==> config.mk <==
export PLATFORM = sky130hd
export DESIGN_NAME = pldc_top
export DESIGN_NICKNAME = d
export VERILOG_FILES = /design/src/rtl/pldc_div_half.v /design/src/rtl/pldc_top.v
export VERILOG_INCLUDE_DIRS = /design/src /design/src/inc
export SDC_FILE = /design/constraint.sdc
export NUM_CORES = 1
export LEC_CHECK = 0
export BUFFER_PORTS_ARGS = -buffer_cell sky130_fd_sc_hd__buf_2
export CAP_MARGIN = 20
export CORE_MARGIN = 5
export CORE_UTILIZATION = 65
export CTS_BUF_LIST = sky130_fd_sc_hd__clkbuf_4 sky130_fd_sc_hd__clkbuf_8
export DETAILED_ROUTE_END_ITERATION = 16
export HOLD_SLACK_MARGIN = 0.02
export PLACE_DENSITY = 0.87
export SYNTH_ARGS = -nofsm -noshare
export SYNTH_HDL_FRONTEND = slang
export SYNTH_SLANG_ARGS = --single-unit
==> constraint.sdc <==
create_clock -name clk_sys -period 7.6 [get_ports clk_sys]
set_input_delay 0.38 -clock clk_sys [delete_from_list [all_inputs] [get_ports clk_sys]]
set_output_delay 0.38 -clock clk_sys [all_outputs]
set_load 0.02 [all_outputs]
==> src/inc/pldc_consts.vh <==
// Purpose: constants for the synthesizer divider and lock-pin configuration block
// Assumes: 32-bit AXI4-Lite register words, byte addresses
// Notes:   offsets are local choices; field positions follow the register layout below
`ifndef PLDC_CONSTS_VH
`define PLDC_CONSTS_VH

`define PLDC_OFF_REFCTL      4'h0
`define PLDC_OFF_FBCTL       4'h4
`define PLDC_OFF_STATUS      4'h8
`define PLDC_OFF_PLANT       4'hC

// ref_divider_and_output_control fields
`define PLDC_REF_LSB         0
`define PLDC_REF_MSB         11
`define PLDC_SEL_LSB         12
`define PLDC_SEL_MSB         15
`define PLDC_SLEEP_BIT       16
`define PLDC_GATE_BIT        17
`define PLDC_TAP_BIT         18

// feedback_divider_control fields
`define PLDC_FB_LSB          0
`define PLDC_FB_MSB          17
`define PLDC_POST_LSB        18
`define PLDC_POST_MSB        21

`define PLDC_RST_REF         12'h00_0A
`define PLDC_RST_FB          18'h0_02F8
`define PLDC_RST_POST        4'h2
`define PLDC_RST_SEL         4'h0

`define PLDC_SEL_HIZ         4'h0
`define PLDC_SEL_HIGH        4'h1
`define PLDC_SEL_LOW         4'h2
`define PLDC_SEL_LOCK_H      4'h3
`define PLDC_SEL_LOCK_L      4'h4
`define PLDC_SEL_FB_HALF     4'h9
`define PLDC_SEL_REF_HALF    4'hB

`define PLDC_CAL_CYCLES      8'h40

`endif

==> src/rtl/pldc_div_half.v <==
// Purpose: programmable integer divider with a halved 50% duty output
// Assumes: ratio code zero never loaded; run held low while idle, which clears count and pulse but keeps half
// Notes:   pulse marks the divided event, half toggles on each pulse
module pldc_div_half
(
    input  wire        clk_sys,
    input  wire        rst,
    input  wire        run,
    input  wire        tick,
    input  wire [17:0] ratio,
    output reg         pulse,
    output reg         half
);
    reg [17:0] count_reg;

    always @(posedge clk_sys or posedge rst)
    begin
        if (rst)
        begin
            count_reg <= 18'h0_0000;
            pulse     <= 1'b0;
            half      <= 1'b0;
        end
        else if (!run)
        begin
            count_reg <= 18'h0_0000;
            pulse     <= 1'b0;
        end
        else
        begin
            pulse <= 1'b0;
            if (tick)
            begin
                if (count_reg + 18'h0_0001 >= ratio)
                begin
                    count_reg <= 18'h0_0000;
                    pulse     <= 1'b1;
                    half      <= ~half;
                end
                else
                    count_reg <= count_reg + 18'h0_0001;
            end
        end
    end
endmodule

==> src/rtl/pldc_top.v <==
// Purpose: AXI4-Lite configuration of reference, feedback and post dividers plus lock pin control
// Assumes: oscTick/vcoTick are one-cycle strobes of the input and VCO clocks, synchronous to clk_sys
// Notes:   divider model is a digital stand-in for the analog loop
//
// Contract
// - reference divider is a 12-bit ratio code, reset 10, zero invalid
// - every feedback register write starts frequency calibration; a write while the sleep bit is set leaves the sequencer idle
// - selector 0 high impedance (reset), 1 drives high, 2 drives low
// - selector 3 lock result active high, 4 active low
// - selector 9 feedback divider halved, 11 reference divider halved
// - sleep bit set shuts down everything; resets to 0
// - gate 0 disables all clock outputs; resets to 1 (code gates clockOutputsOn and distClkTick only, not vcoTapOut)
// - vco tap enable drives raw vco pin; resets to 0
// - feedback divider is 18-bit ratio code, reset 760, zero invalid
// - feedback divider fed by post divider output; total ratio is product
// - vco frequency equals osc times feedback times post over reference
// - post divider code 2..8 equals ratio; reset 2
// - post divider always between vco and distribution, never bypassed
//
// Decided for this implementation: the AXI4-Lite register port and the register offsets.
`include "pldc_consts.vh"
module pldc_top
(
    input  wire        clk_sys,
    input  wire        rst,
    input  wire [3:0]  s_axi_awaddr,
    input  wire        s_axi_awvalid,
    output reg         s_axi_awready,
    input  wire [31:0] s_axi_wdata,
    input  wire [3:0]  s_axi_wstrb,
    input  wire        s_axi_wvalid,
    output reg         s_axi_wready,
    output reg  [1:0]  s_axi_bresp,
    output reg         s_axi_bvalid,
    input  wire        s_axi_bready,
    input  wire [3:0]  s_axi_araddr,
    input  wire        s_axi_arvalid,
    output reg         s_axi_arready,
    output reg  [31:0] s_axi_rdata,
    output reg  [1:0]  s_axi_rresp,
    output reg         s_axi_rvalid,
    input  wire        s_axi_rready,
    input  wire        oscTick,
    input  wire        vcoTick,
    input  wire        lockDetect,
    input  wire        outputsGatePin,
    output reg         lockPinOut,
    output reg         lockPinOe_n,
    output reg         vcoTapOut,
    output reg         distClkTick,
    output reg         clockOutputsOn,
    output reg         chipAwake,
    output reg         calBusy
);
    localparam ST_IDLE = 3'b001;
    localparam ST_CAL  = 3'b010;
    localparam ST_RUN  = 3'b100;

    reg [11:0] refDiv_reg;
    reg [3:0]  lockSel_reg;
    reg        sleep_reg;
    reg        gate_reg;
    reg        tapEn_reg;
    reg [17:0] fbDiv_reg;
    reg [3:0]  postDiv_reg;
    reg [2:0]  state_reg;
    reg [7:0]  calCnt_reg;
    reg [3:0]  awAddr_reg;
    reg [31:0] wData_reg;
    reg [3:0]  wStrb_reg;
    reg        awHave_reg;
    reg        wHave_reg;
    reg        lockSeen_reg;
    reg        lockPin_next;
    reg        lockOe_next;

    wire       refPulse;
    wire       refHalf;
    wire       postPulse;
    wire       fbPulse;
    wire       fbHalf;
    wire       divRun = !sleep_reg && (state_reg != ST_IDLE);
    wire       wrFire = awHave_reg && wHave_reg && !s_axi_bvalid;
    wire       fbWrite = wrFire && (awAddr_reg == `PLDC_OFF_FBCTL);

    function [31:0] mergeBytes;
        input [31:0] oldVal;
        input [31:0] newVal;
        input [3:0]  strb;
        integer      i;
        begin
            mergeBytes = oldVal;
            for (i = 0; i < 4; i = i + 1)
                if (strb[i])
                    mergeBytes[i*8 +: 8] = newVal[i*8 +: 8];
        end
    endfunction

    // merged words are built outside the clocked write so that process stays purely non-blocking
    wire [31:0] refMerge = mergeBytes({13'h0000, tapEn_reg, gate_reg, sleep_reg, lockSel_reg, refDiv_reg},
                                      wData_reg, wStrb_reg);
    wire [31:0] fbMerge  = mergeBytes({10'h000, postDiv_reg, fbDiv_reg}, wData_reg, wStrb_reg);

    // reference divider counts the input oscillator
    pldc_div_half u_refDiv
    (
        .clk_sys (clk_sys),
        .rst     (rst),
        .run     (divRun),
        .tick    (oscTick),
        .ratio   ({6'h00, refDiv_reg}),
        .pulse   (refPulse),
        .half    (refHalf)
    );

    // post divider sits on the vco with no bypass path
    pldc_div_half u_postDiv
    (
        .clk_sys (clk_sys),
        .rst     (rst),
        .run     (divRun),
        .tick    (vcoTick),
        .ratio   ({14'h0000, postDiv_reg}),
        .pulse   (postPulse),
        .half    ()
    );

    // feedback divider counts post divider output, so total ratio is the product
    pldc_div_half u_fbDiv
    (
        .clk_sys (clk_sys),
        .rst     (rst),
        .run     (divRun),
        .tick    (postPulse),
        .ratio   (fbDiv_reg),
        .pulse   (fbPulse),
        .half    (fbHalf)
    );

    // write channel: address and data accepted in either order
    always @(posedge clk_sys or posedge rst)
    begin
        if (rst)
        begin
            s_axi_awready <= 1'b0;
            s_axi_wready  <= 1'b0;
            s_axi_bvalid  <= 1'b0;
            s_axi_bresp   <= 2'b00;
            awHave_reg    <= 1'b0;
            wHave_reg     <= 1'b0;
            awAddr_reg    <= 4'h0;
            wData_reg     <= 32'h0000_0000;
            wStrb_reg     <= 4'h0;
            refDiv_reg    <= `PLDC_RST_REF;
            lockSel_reg   <= `PLDC_RST_SEL;
            sleep_reg     <= 1'b0;
            gate_reg      <= 1'b1;
            tapEn_reg     <= 1'b0;
            fbDiv_reg     <= `PLDC_RST_FB;
            postDiv_reg   <= `PLDC_RST_POST;
        end
        else
        begin
            s_axi_awready <= !awHave_reg && !s_axi_awready && s_axi_awvalid;
            s_axi_wready  <= !wHave_reg && !s_axi_wready && s_axi_wvalid;
            if (s_axi_awvalid && s_axi_awready)
            begin
                awHave_reg <= 1'b1;
                awAddr_reg <= {s_axi_awaddr[3:2], 2'b00};
            end
            if (s_axi_wvalid && s_axi_wready)
            begin
                wHave_reg <= 1'b1;
                wData_reg <= s_axi_wdata;
                wStrb_reg <= s_axi_wstrb;
            end
            if (wrFire)
            begin
                awHave_reg   <= 1'b0;
                wHave_reg    <= 1'b0;
                s_axi_bvalid <= 1'b1;
                s_axi_bresp  <= 2'b00;
                case (awAddr_reg)
                    `PLDC_OFF_REFCTL:
                    begin
                        refDiv_reg  <= refMerge[`PLDC_REF_MSB:`PLDC_REF_LSB];
                        lockSel_reg <= refMerge[`PLDC_SEL_MSB:`PLDC_SEL_LSB];
                        sleep_reg   <= refMerge[`PLDC_SLEEP_BIT];
                        gate_reg    <= refMerge[`PLDC_GATE_BIT];
                        tapEn_reg   <= refMerge[`PLDC_TAP_BIT];
                    end
                    `PLDC_OFF_FBCTL:
                    begin
                        fbDiv_reg   <= fbMerge[`PLDC_FB_MSB:`PLDC_FB_LSB];
                        postDiv_reg <= fbMerge[`PLDC_POST_MSB:`PLDC_POST_LSB];
                    end
                    `PLDC_OFF_STATUS:
                        s_axi_bresp <= 2'b10;
                    default:
                        s_axi_bresp <= 2'b10;
                endcase
            end
            if (s_axi_bvalid && s_axi_bready)
                s_axi_bvalid <= 1'b0;
        end
    end

    // read channel: both config words, status, unmapped answers slverr
    always @(posedge clk_sys or posedge rst)
    begin
        if (rst)
        begin
            s_axi_arready <= 1'b0;
            s_axi_rvalid  <= 1'b0;
            s_axi_rdata   <= 32'h0000_0000;
            s_axi_rresp   <= 2'b00;
        end
        else
        begin
            s_axi_arready <= !s_axi_arready && !s_axi_rvalid && s_axi_arvalid;
            if (s_axi_arvalid && s_axi_arready)
            begin
                s_axi_rvalid <= 1'b1;
                s_axi_rresp  <= 2'b00;
                case ({s_axi_araddr[3:2], 2'b00})
                    `PLDC_OFF_REFCTL:
                        s_axi_rdata <= {13'h0000, tapEn_reg, gate_reg, sleep_reg, lockSel_reg, refDiv_reg};
                    `PLDC_OFF_FBCTL:
                        s_axi_rdata <= {10'h000, postDiv_reg, fbDiv_reg};
                    `PLDC_OFF_STATUS:
                        s_axi_rdata <= {28'h000_0000, lockSeen_reg, calBusy, state_reg == ST_RUN, chipAwake};
                    default:
                    begin
                        s_axi_rdata <= 32'h0000_0000;
                        s_axi_rresp <= 2'b10;
                    end
                endcase
            end
            else if (s_axi_rvalid && s_axi_rready)
                s_axi_rvalid <= 1'b0;
        end
    end

    // calibration sequencer; a new feedback write restarts it even mid-run
    always @(posedge clk_sys or posedge rst)
    begin
        if (rst)
        begin
            state_reg  <= ST_IDLE;
            calCnt_reg <= 8'h00;
        end
        else if (sleep_reg)
        begin
            state_reg  <= ST_IDLE;
            calCnt_reg <= 8'h00;
        end
        else if (fbWrite)
        begin
            state_reg  <= ST_CAL;
            calCnt_reg <= `PLDC_CAL_CYCLES;
        end
        else
        begin
            case (state_reg)
                ST_IDLE:
                    state_reg <= ST_IDLE;
                ST_CAL:
                begin
                    if (calCnt_reg == 8'h01)
                        state_reg <= ST_RUN;
                    calCnt_reg <= calCnt_reg - 8'h01;
                end
                ST_RUN:
                    state_reg <= ST_RUN;
                default:
                    state_reg <= ST_IDLE;
            endcase
        end
    end

    // lock pin selection; reserved codes fall back to high impedance
    always @*
    begin
        lockPin_next = 1'b0;
        lockOe_next  = 1'b0;
        case (lockSel_reg)
            `PLDC_SEL_HIZ:      lockOe_next = 1'b1;
            `PLDC_SEL_HIGH:     lockPin_next = 1'b1;
            `PLDC_SEL_LOW:      lockPin_next = 1'b0;
            `PLDC_SEL_LOCK_H:   lockPin_next = lockSeen_reg;
            `PLDC_SEL_LOCK_L:   lockPin_next = !lockSeen_reg;
            `PLDC_SEL_FB_HALF:  lockPin_next = fbHalf;
            `PLDC_SEL_REF_HALF: lockPin_next = refHalf;
            default:            lockOe_next = 1'b1;
        endcase
        if (sleep_reg)
        begin
            lockPin_next = 1'b0;
            lockOe_next  = 1'b1;
        end
    end

    // registered outputs
    always @(posedge clk_sys or posedge rst)
    begin
        if (rst)
        begin
            lockSeen_reg   <= 1'b0;
            lockPinOut     <= 1'b0;
            lockPinOe_n    <= 1'b1;
            vcoTapOut      <= 1'b0;
            distClkTick    <= 1'b0;
            clockOutputsOn <= 1'b0;
            chipAwake      <= 1'b0;
            calBusy        <= 1'b0;
        end
        else
        begin
            lockSeen_reg   <= lockDetect && (state_reg == ST_RUN) && !sleep_reg;
            lockPinOut     <= lockPin_next;
            lockPinOe_n    <= lockOe_next;
            vcoTapOut      <= tapEn_reg && !sleep_reg && vcoTick;
            distClkTick    <= postPulse && gate_reg && outputsGatePin && !sleep_reg;
            clockOutputsOn <= gate_reg && outputsGatePin && !sleep_reg;
            chipAwake      <= !sleep_reg;
            calBusy        <= (state_reg == ST_CAL);
        end
    end
endmodule

Word-level counts from Yosys, hierarchy flattened
Index checks and enable logic that the tools add are counted.
{"block": "word_totals", "inputBits": 55, "out_inout_bits": 48, "elab_cells": 150, "reg_bits": 187}
{"block": "op_classes", "n_addsub": 4, "n_eq_ne": 17, "magnitude_cmp": 3, "n_reduce_logical": 51, "muxes": 34, "bitwise_logic": 2}
{"op": "2-to-1 mux 18 bit", "n": 9}
{"op": "case mux 22 bit (3 select lines)", "n": 1}
{"op": "adder 18 x 1 -> 18 bit (second input constant)", "n": 3}
{"op": "logical AND 1 bit", "n": 24}
{"op": "2-to-1 mux 8 bit", "n": 3}
{"op": "AND reduction 3 bit", "n": 8}
{"op": "greater-or-equal comparator 18 x 12 -> 1 bit", "n": 1}
{"op": "greater-or-equal comparator 18 bit", "n": 1}
{"op": "greater-or-equal comparator 18 x 4 -> 1 bit", "n": 1}
{"op": "2-to-1 mux 1 bit", "n": 14}
{"op": "logical NOT 1 bit", "n": 9}
{"op": "2-to-1 mux 3 bit", "n": 3}
{"op": "== test 4 x 2 -> 1 bit (second input constant)", "n": 2}
{"op": "== test 4 bit (second input constant)", "n": 2}
{"op": "== test 8 x 1 -> 1 bit (second input constant)", "n": 1}
{"op": "nonzero test 2 bit", "n": 4}
{"op": "subtractor 8 x 1 -> 8 bit (second input constant)", "n": 1}
{"op": "inequality test 2 bit (second input constant)", "n": 3}
{"op": "case mux 3 bit (2 select lines)", "n": 1}
{"op": "OR reduction 6 bit", "n": 1}
{"op": "case mux 1 bit (5 select lines)", "n": 1}
{"op": "== test 2 x 1 -> 1 bit (second input constant)", "n": 2}
{"op": "== test 4 x 1 -> 1 bit (second input constant)", "n": 1}
{"op": "== test 4 x 3 -> 1 bit (second input constant)", "n": 1}
{"op": "other kinds (12)", "n": 14}

Depth between registers and ports, before layout
{"block": "logic_depth", "ltp_word": 5, "depth_mapped": 15, "ltp_nobuf": 12}

Hierarchy
Synthesis repeated with hierarchy kept, for this count alone.
{"block": "unflattened", "cells_unflattened": 919, "hier_area_um2": 9793.1}
{"module": "pldc_div_half", "cells_per_inst": 182, "seq_area_each_um2": 500.5, "n_inst": 3, "area_each_um2": 1632.8}
{"module": "pldc_top", "cells_per_inst": 373, "seq_area_each_um2": 2967.8, "n_inst": 1, "area_each_um2": 4894.7}

Least setup slack after synthesis
OpenSTA, ideal clock, no wires.
{"block": "synth_path", "kind": "register to register", "from": "reg u_fbDiv.count_reg[6]", "to": "reg u_fbDiv.count_reg[10]", "arrival_time_ns": 2.919, "setup_ns": 0.121, "setup_slack_ns": 4.560, "path_stages_with_launch": 15, "t_required_ns": 7.479, "synth_period_minus_slack_ns": 3.040, "n_path_buf": 3, "cell_sequence": "dfrtp_1 and3_1 and4_1 and3_1 buf_2 xor2_1 ha_1 nand4_1 o41ai_1 a21o_1 a21oi_2 and3_1 buf_2 buf_2 a22o_1"}
{"block": "synth_between", "elab_chain_len": 5}
{"item": "start: declaration", "line": "pldc_div_half.v:14", "source": "reg [17:0] count_reg;"}
{"item": "start signal: assignment", "line": "pldc_div_half.v:41", "source": "count_reg <= count_reg + 18'h0_0001;"}
{"item": "adder 18 x 1 -> 18 bit (*)", "line": "pldc_div_half.v:34, pldc_div_half.v:41"}
{"item": "greater-or-equal comparator 18 bit", "line": "pldc_div_half.v:34", "source": "if (count_reg + 18'h0_0001 >= ratio)"}
{"item": "2-to-1 mux 18 bit (*)", "line": "pldc_div_half.v:34"}
{"item": "2-to-1 mux 18 bit (*)", "line": "pldc_div_half.v:32", "source": "if (tick)"}
{"item": "2-to-1 mux 18 bit (*)", "line": "pldc_div_half.v:24", "source": "else if (!run)"}
Every way passes the cells marked *; elsewhere a longest branch is shown, timed or not. The select of a mux whose other input is x is not followed.
A chain may end at the register's enable or synchronous reset.

Worst setup path after layout
{"block": "layout_path", "from": "reg u_fbDiv.count_reg[2]", "to": "reg u_fbDiv.count_reg[0]"}
{"block": "layout_between", "elab_chain_len": 5}
{"item": "adder 18 x 1 -> 18 bit", "line": "pldc_div_half.v:34"}
{"item": "greater-or-equal comparator 18 bit", "line": "pldc_div_half.v:34"}
{"item": "2-to-1 mux 18 bit", "line": "pldc_div_half.v:34"}
{"item": "2-to-1 mux 18 bit", "line": "pldc_div_half.v:32"}
{"item": "2-to-1 mux 18 bit", "line": "pldc_div_half.v:24"}
No other way between the ends. The select of a mux whose other input is x is not followed.

==> run metrics <==
PD cells=slightly below 300 mW/mm^2; TNS Setup=0 ns; max-cap violations=0; crit path cell chain=and4_1 > nor2b_1 > and3_1 > nand3_1 > xnor2_1 > ha_1 > a21oi_1 > o41ai_1 > a21o_1 > a21oi_2 > and3_1 > mux2_2; Hold Crit Start=s_axi_rready; Largest delay share family, worst path=simple AND/OR/NAND/NOR gates; reg2reg path depth=12; Tot Pwr=roughly 0.0028 W; Worst Path Required=around 8 ns; VDD IR max=0.239 mV; vias in the first global route=approximately 6,500; GRT Util Overall=roughly a quarter; Finished Cell Area=approximately 0.01 mm^2; Final Setup Violations=0; clk_skew=0.0152 ns; die width=roughly 130 um; # Post-CTS Setup Buffers=0; worst-path cell with the longest stage delay=and3_1; Synth area leader=dfrtp_1; register share of total power=between 40% and 50%; P_leak=around 4.8 nW; Sinks on Clock Net=roughly 180; r2r setup slk=3.87 ns; Via density=roughly 6; sw frac=between 30% and 40%; diode count=0; internal power=0.00186 W; post-DR wirelength/cell=about 18 um; hold endpoint=s_axi_rvalid; post-synth top area share=between 40% and 50%; syn_area_per_cell=10.9 um^2; initial antenna violation count=0; DRC=0; minimum clock period=3.73 ns; Hold Crit Class=input pin to flop; I/O Pins=approximately 100; clk buf depth=2; RSZ-0062 raised after global routing=false; fillers=909; PortBufs=between 70 and 80; reg2reg end=u_fbDiv.count_reg[0]; fin nets=984; CTS tree=done; Buf+Inv Stages, Crit Path=0; Ys Warns=0; number of CTS-inserted buffers=17; Cells after Synth=between 800 and 900; Critical Path Most Common Cell=and3_1; EDFF count, synth=0; Switch Pwr=between 0.0009 and 0.001 W; Cell Area, Synth=roughly 0.0089 mm^2; Max stage delay on crit path=between 0.6 and 0.7 ns; crit share post-route=about half; clock share of power=around a quarter; FFs w/ async S/R, synth=100%; commonest non-fill, non-tap cells in the layout=dfrtp_1 (163), buf_2 (75), mux2_2 (70); worst-skew pair later-pin latency=roughly 0.5 ns; reg2reg start=u_fbDiv.count_reg[2]; row count=42; Synth area leaders=dfrtp_1 (46%), mux2_2 (8.9%), ha_1 (5.5%), dfstp_2 (3.6%), mux2i_1 (2.7%); global route total overflow=0; Startpoint Class=flop; DRT Pass-1 Iters=7; largest net degree at the start of global routing=around 120; share of layout cells above drive strength 1=approximately a quarter; combinational share of power=around 28%; Util after Layout=73.8%; clock root buffer=clkbuf_8; Final ANT Viol Nets=0; Worst-path clk slew=about 0.10 ns; DIE AREA=about 0.016 mm^2; global-route wire length before repair=32,200 um; CP max FO=15; worst-margin pin slew=approximately 0.80 ns; top_reg_cell synth=dfrtp_1; core region area=0.0133 mm^2; Max Clock Freq=around 270 MHz; hold path depth=2; Routed WL=19,300 um; Post-DP HPWL=between 10,000 and 15,000 um; distinct cell type count after synthesis=63; Initial Util=around two thirds; Layout area overhead=10.7%; Synth Register Bits=around 180; most common cell after layout, fill and taps aside=dfrtp_1; Vias=~6,500; sequential area share after synthesis=49.5%; status=finished clean; Critical Path Sink Type=flop; final hold vios=0; Pins Over Slew Limit=0; RD Place Congestion=0.874; CP Data Arrival Time=just over 4 ns; Starting DRT DRC Count=610; # H-tree levels=4; Slew headroom=about 47%; Placed Area=approximately 0.0094 mm^2; critical path class=flop to flop; Die Ht=approximately 130 um
-- stage by stage --
| stage | std cells | worst slack (ns) | hold WS (ns) |
|---|---|---|---|
| global route | 1079 | 3.67 | 0.0616 |
| global placement | 1045 | 4.07 | 0.454 |
| detailed placement | 1045 | 4.01 | 0.458 |
| finish | 1079 | 3.87 | 0.0668 |
| CTS | 1077 | 3.92 | 0.0424 |
| floorplan | 823 | 2.49 | 0.432 |
-- how the worst max path moves through the flow --
stage               slack [ns]                   end                 start  cells past startpoint
global route              3.67  u_fbDiv.count_reg[0]  u_fbDiv.count_reg[2]                     12
detailed placement        4.01  u_fbDiv.count_reg[0]  u_fbDiv.count_reg[3]                     12
global placement          4.07  u_fbDiv.count_reg[0]  u_fbDiv.count_reg[2]                     12
CTS                       3.92  u_fbDiv.count_reg[0]  u_fbDiv.count_reg[2]                     12
finish                    3.87  u_fbDiv.count_reg[0]  u_fbDiv.count_reg[2]                     12
floorplan                 2.49         awAddr_reg[2]                   rst                      1
-- power groups by stage --
| stage | registers (W) | logic, W | clock network, W |
|---|---|---|---|
| after floorplan | 0.00140 | 0.000512 | 0 |
| after global placement | 0.00139 | 0.000738 | 0 |
| after detailed placement | 0.00140 | 0.000776 | 0 |
| after CTS | 0.00138 | 0.000784 | 0.000677 |
| after global routing | 0.00142 | 0.000865 | 0.000729 |
| final | 0.00139 | 0.000779 | 0.000669 |
-- final cells by class --
class                      instances  area (um^2)  share of cell area (%)
sequential                       175         4390                    44.8
multi-input combinational        567         4160                    42.4
timing repair buffer              82          450                    4.59
clock buffer                      21          277                    2.82
tap                              176          220                    2.24
inverter                          47          181                    1.85
clock inverter                    11          131                    1.34
-- what timing repair did --
item	CTS	global route
hold buffers	0	1
gates resized for setup	0	0
endpoints found under the setup margin	0	0
endpoints found under the hold margin	0	8
-- cells in the mapped netlist (7+ instances only) --
cell type	number
and2_1	25
ha_1	39
a22o_1	17
o21ai_0	33
a21oi_1	25
nor3b_1	7
and3_1	16
dfstp_2	12
xor2_1	16
nand3_1	41
o21ai_1	8
nor3_1	14
and4_1	7
buf_4	12
xnor2_1	24
dfrtp_1	163
nor2_1	31
clkbuf_1	13
nand4_1	21
mux2_2	70
mux2i_1	24
nand2_1	62
inv_1	47
-- logic make-up after synthesis --
group | count (synthesis) | synth area share, %
simple gates | 252 | 15.2
flops | 175 | 49.5
xor+xnor | 40 | 3.95
buf+inv | 81 | 4.02
other cells | 1 | 0.0423
mux | 95 | 11.9
compound gates | 129 | 9.92
fa+ha+maj | 39 | 5.50
-- routing by layer --
layer / global-route usage [%] / routed length [um]
met5: 0 / 0
met4: 10.8 / 536
met3: 5.76 / 1030
met2: 40.4 / 9450
met1: 33.5 / 8330
-- worst reg2reg max path: stages (launching register included) --
cell and delay (ns):
dfrtp_1 0.45, and4_1 0.25, nor2b_1 0.31, and3_1 0.32, nand3_1 0.13, xnor2_1 0.21
ha_1 0.30, a21oi_1 0.17, o41ai_1 0.09, a21o_1 0.19, a21oi_2 0.32, and3_1 0.63
mux2_2 0.29
No activity file was read; power rests on OpenSTA's default activity.
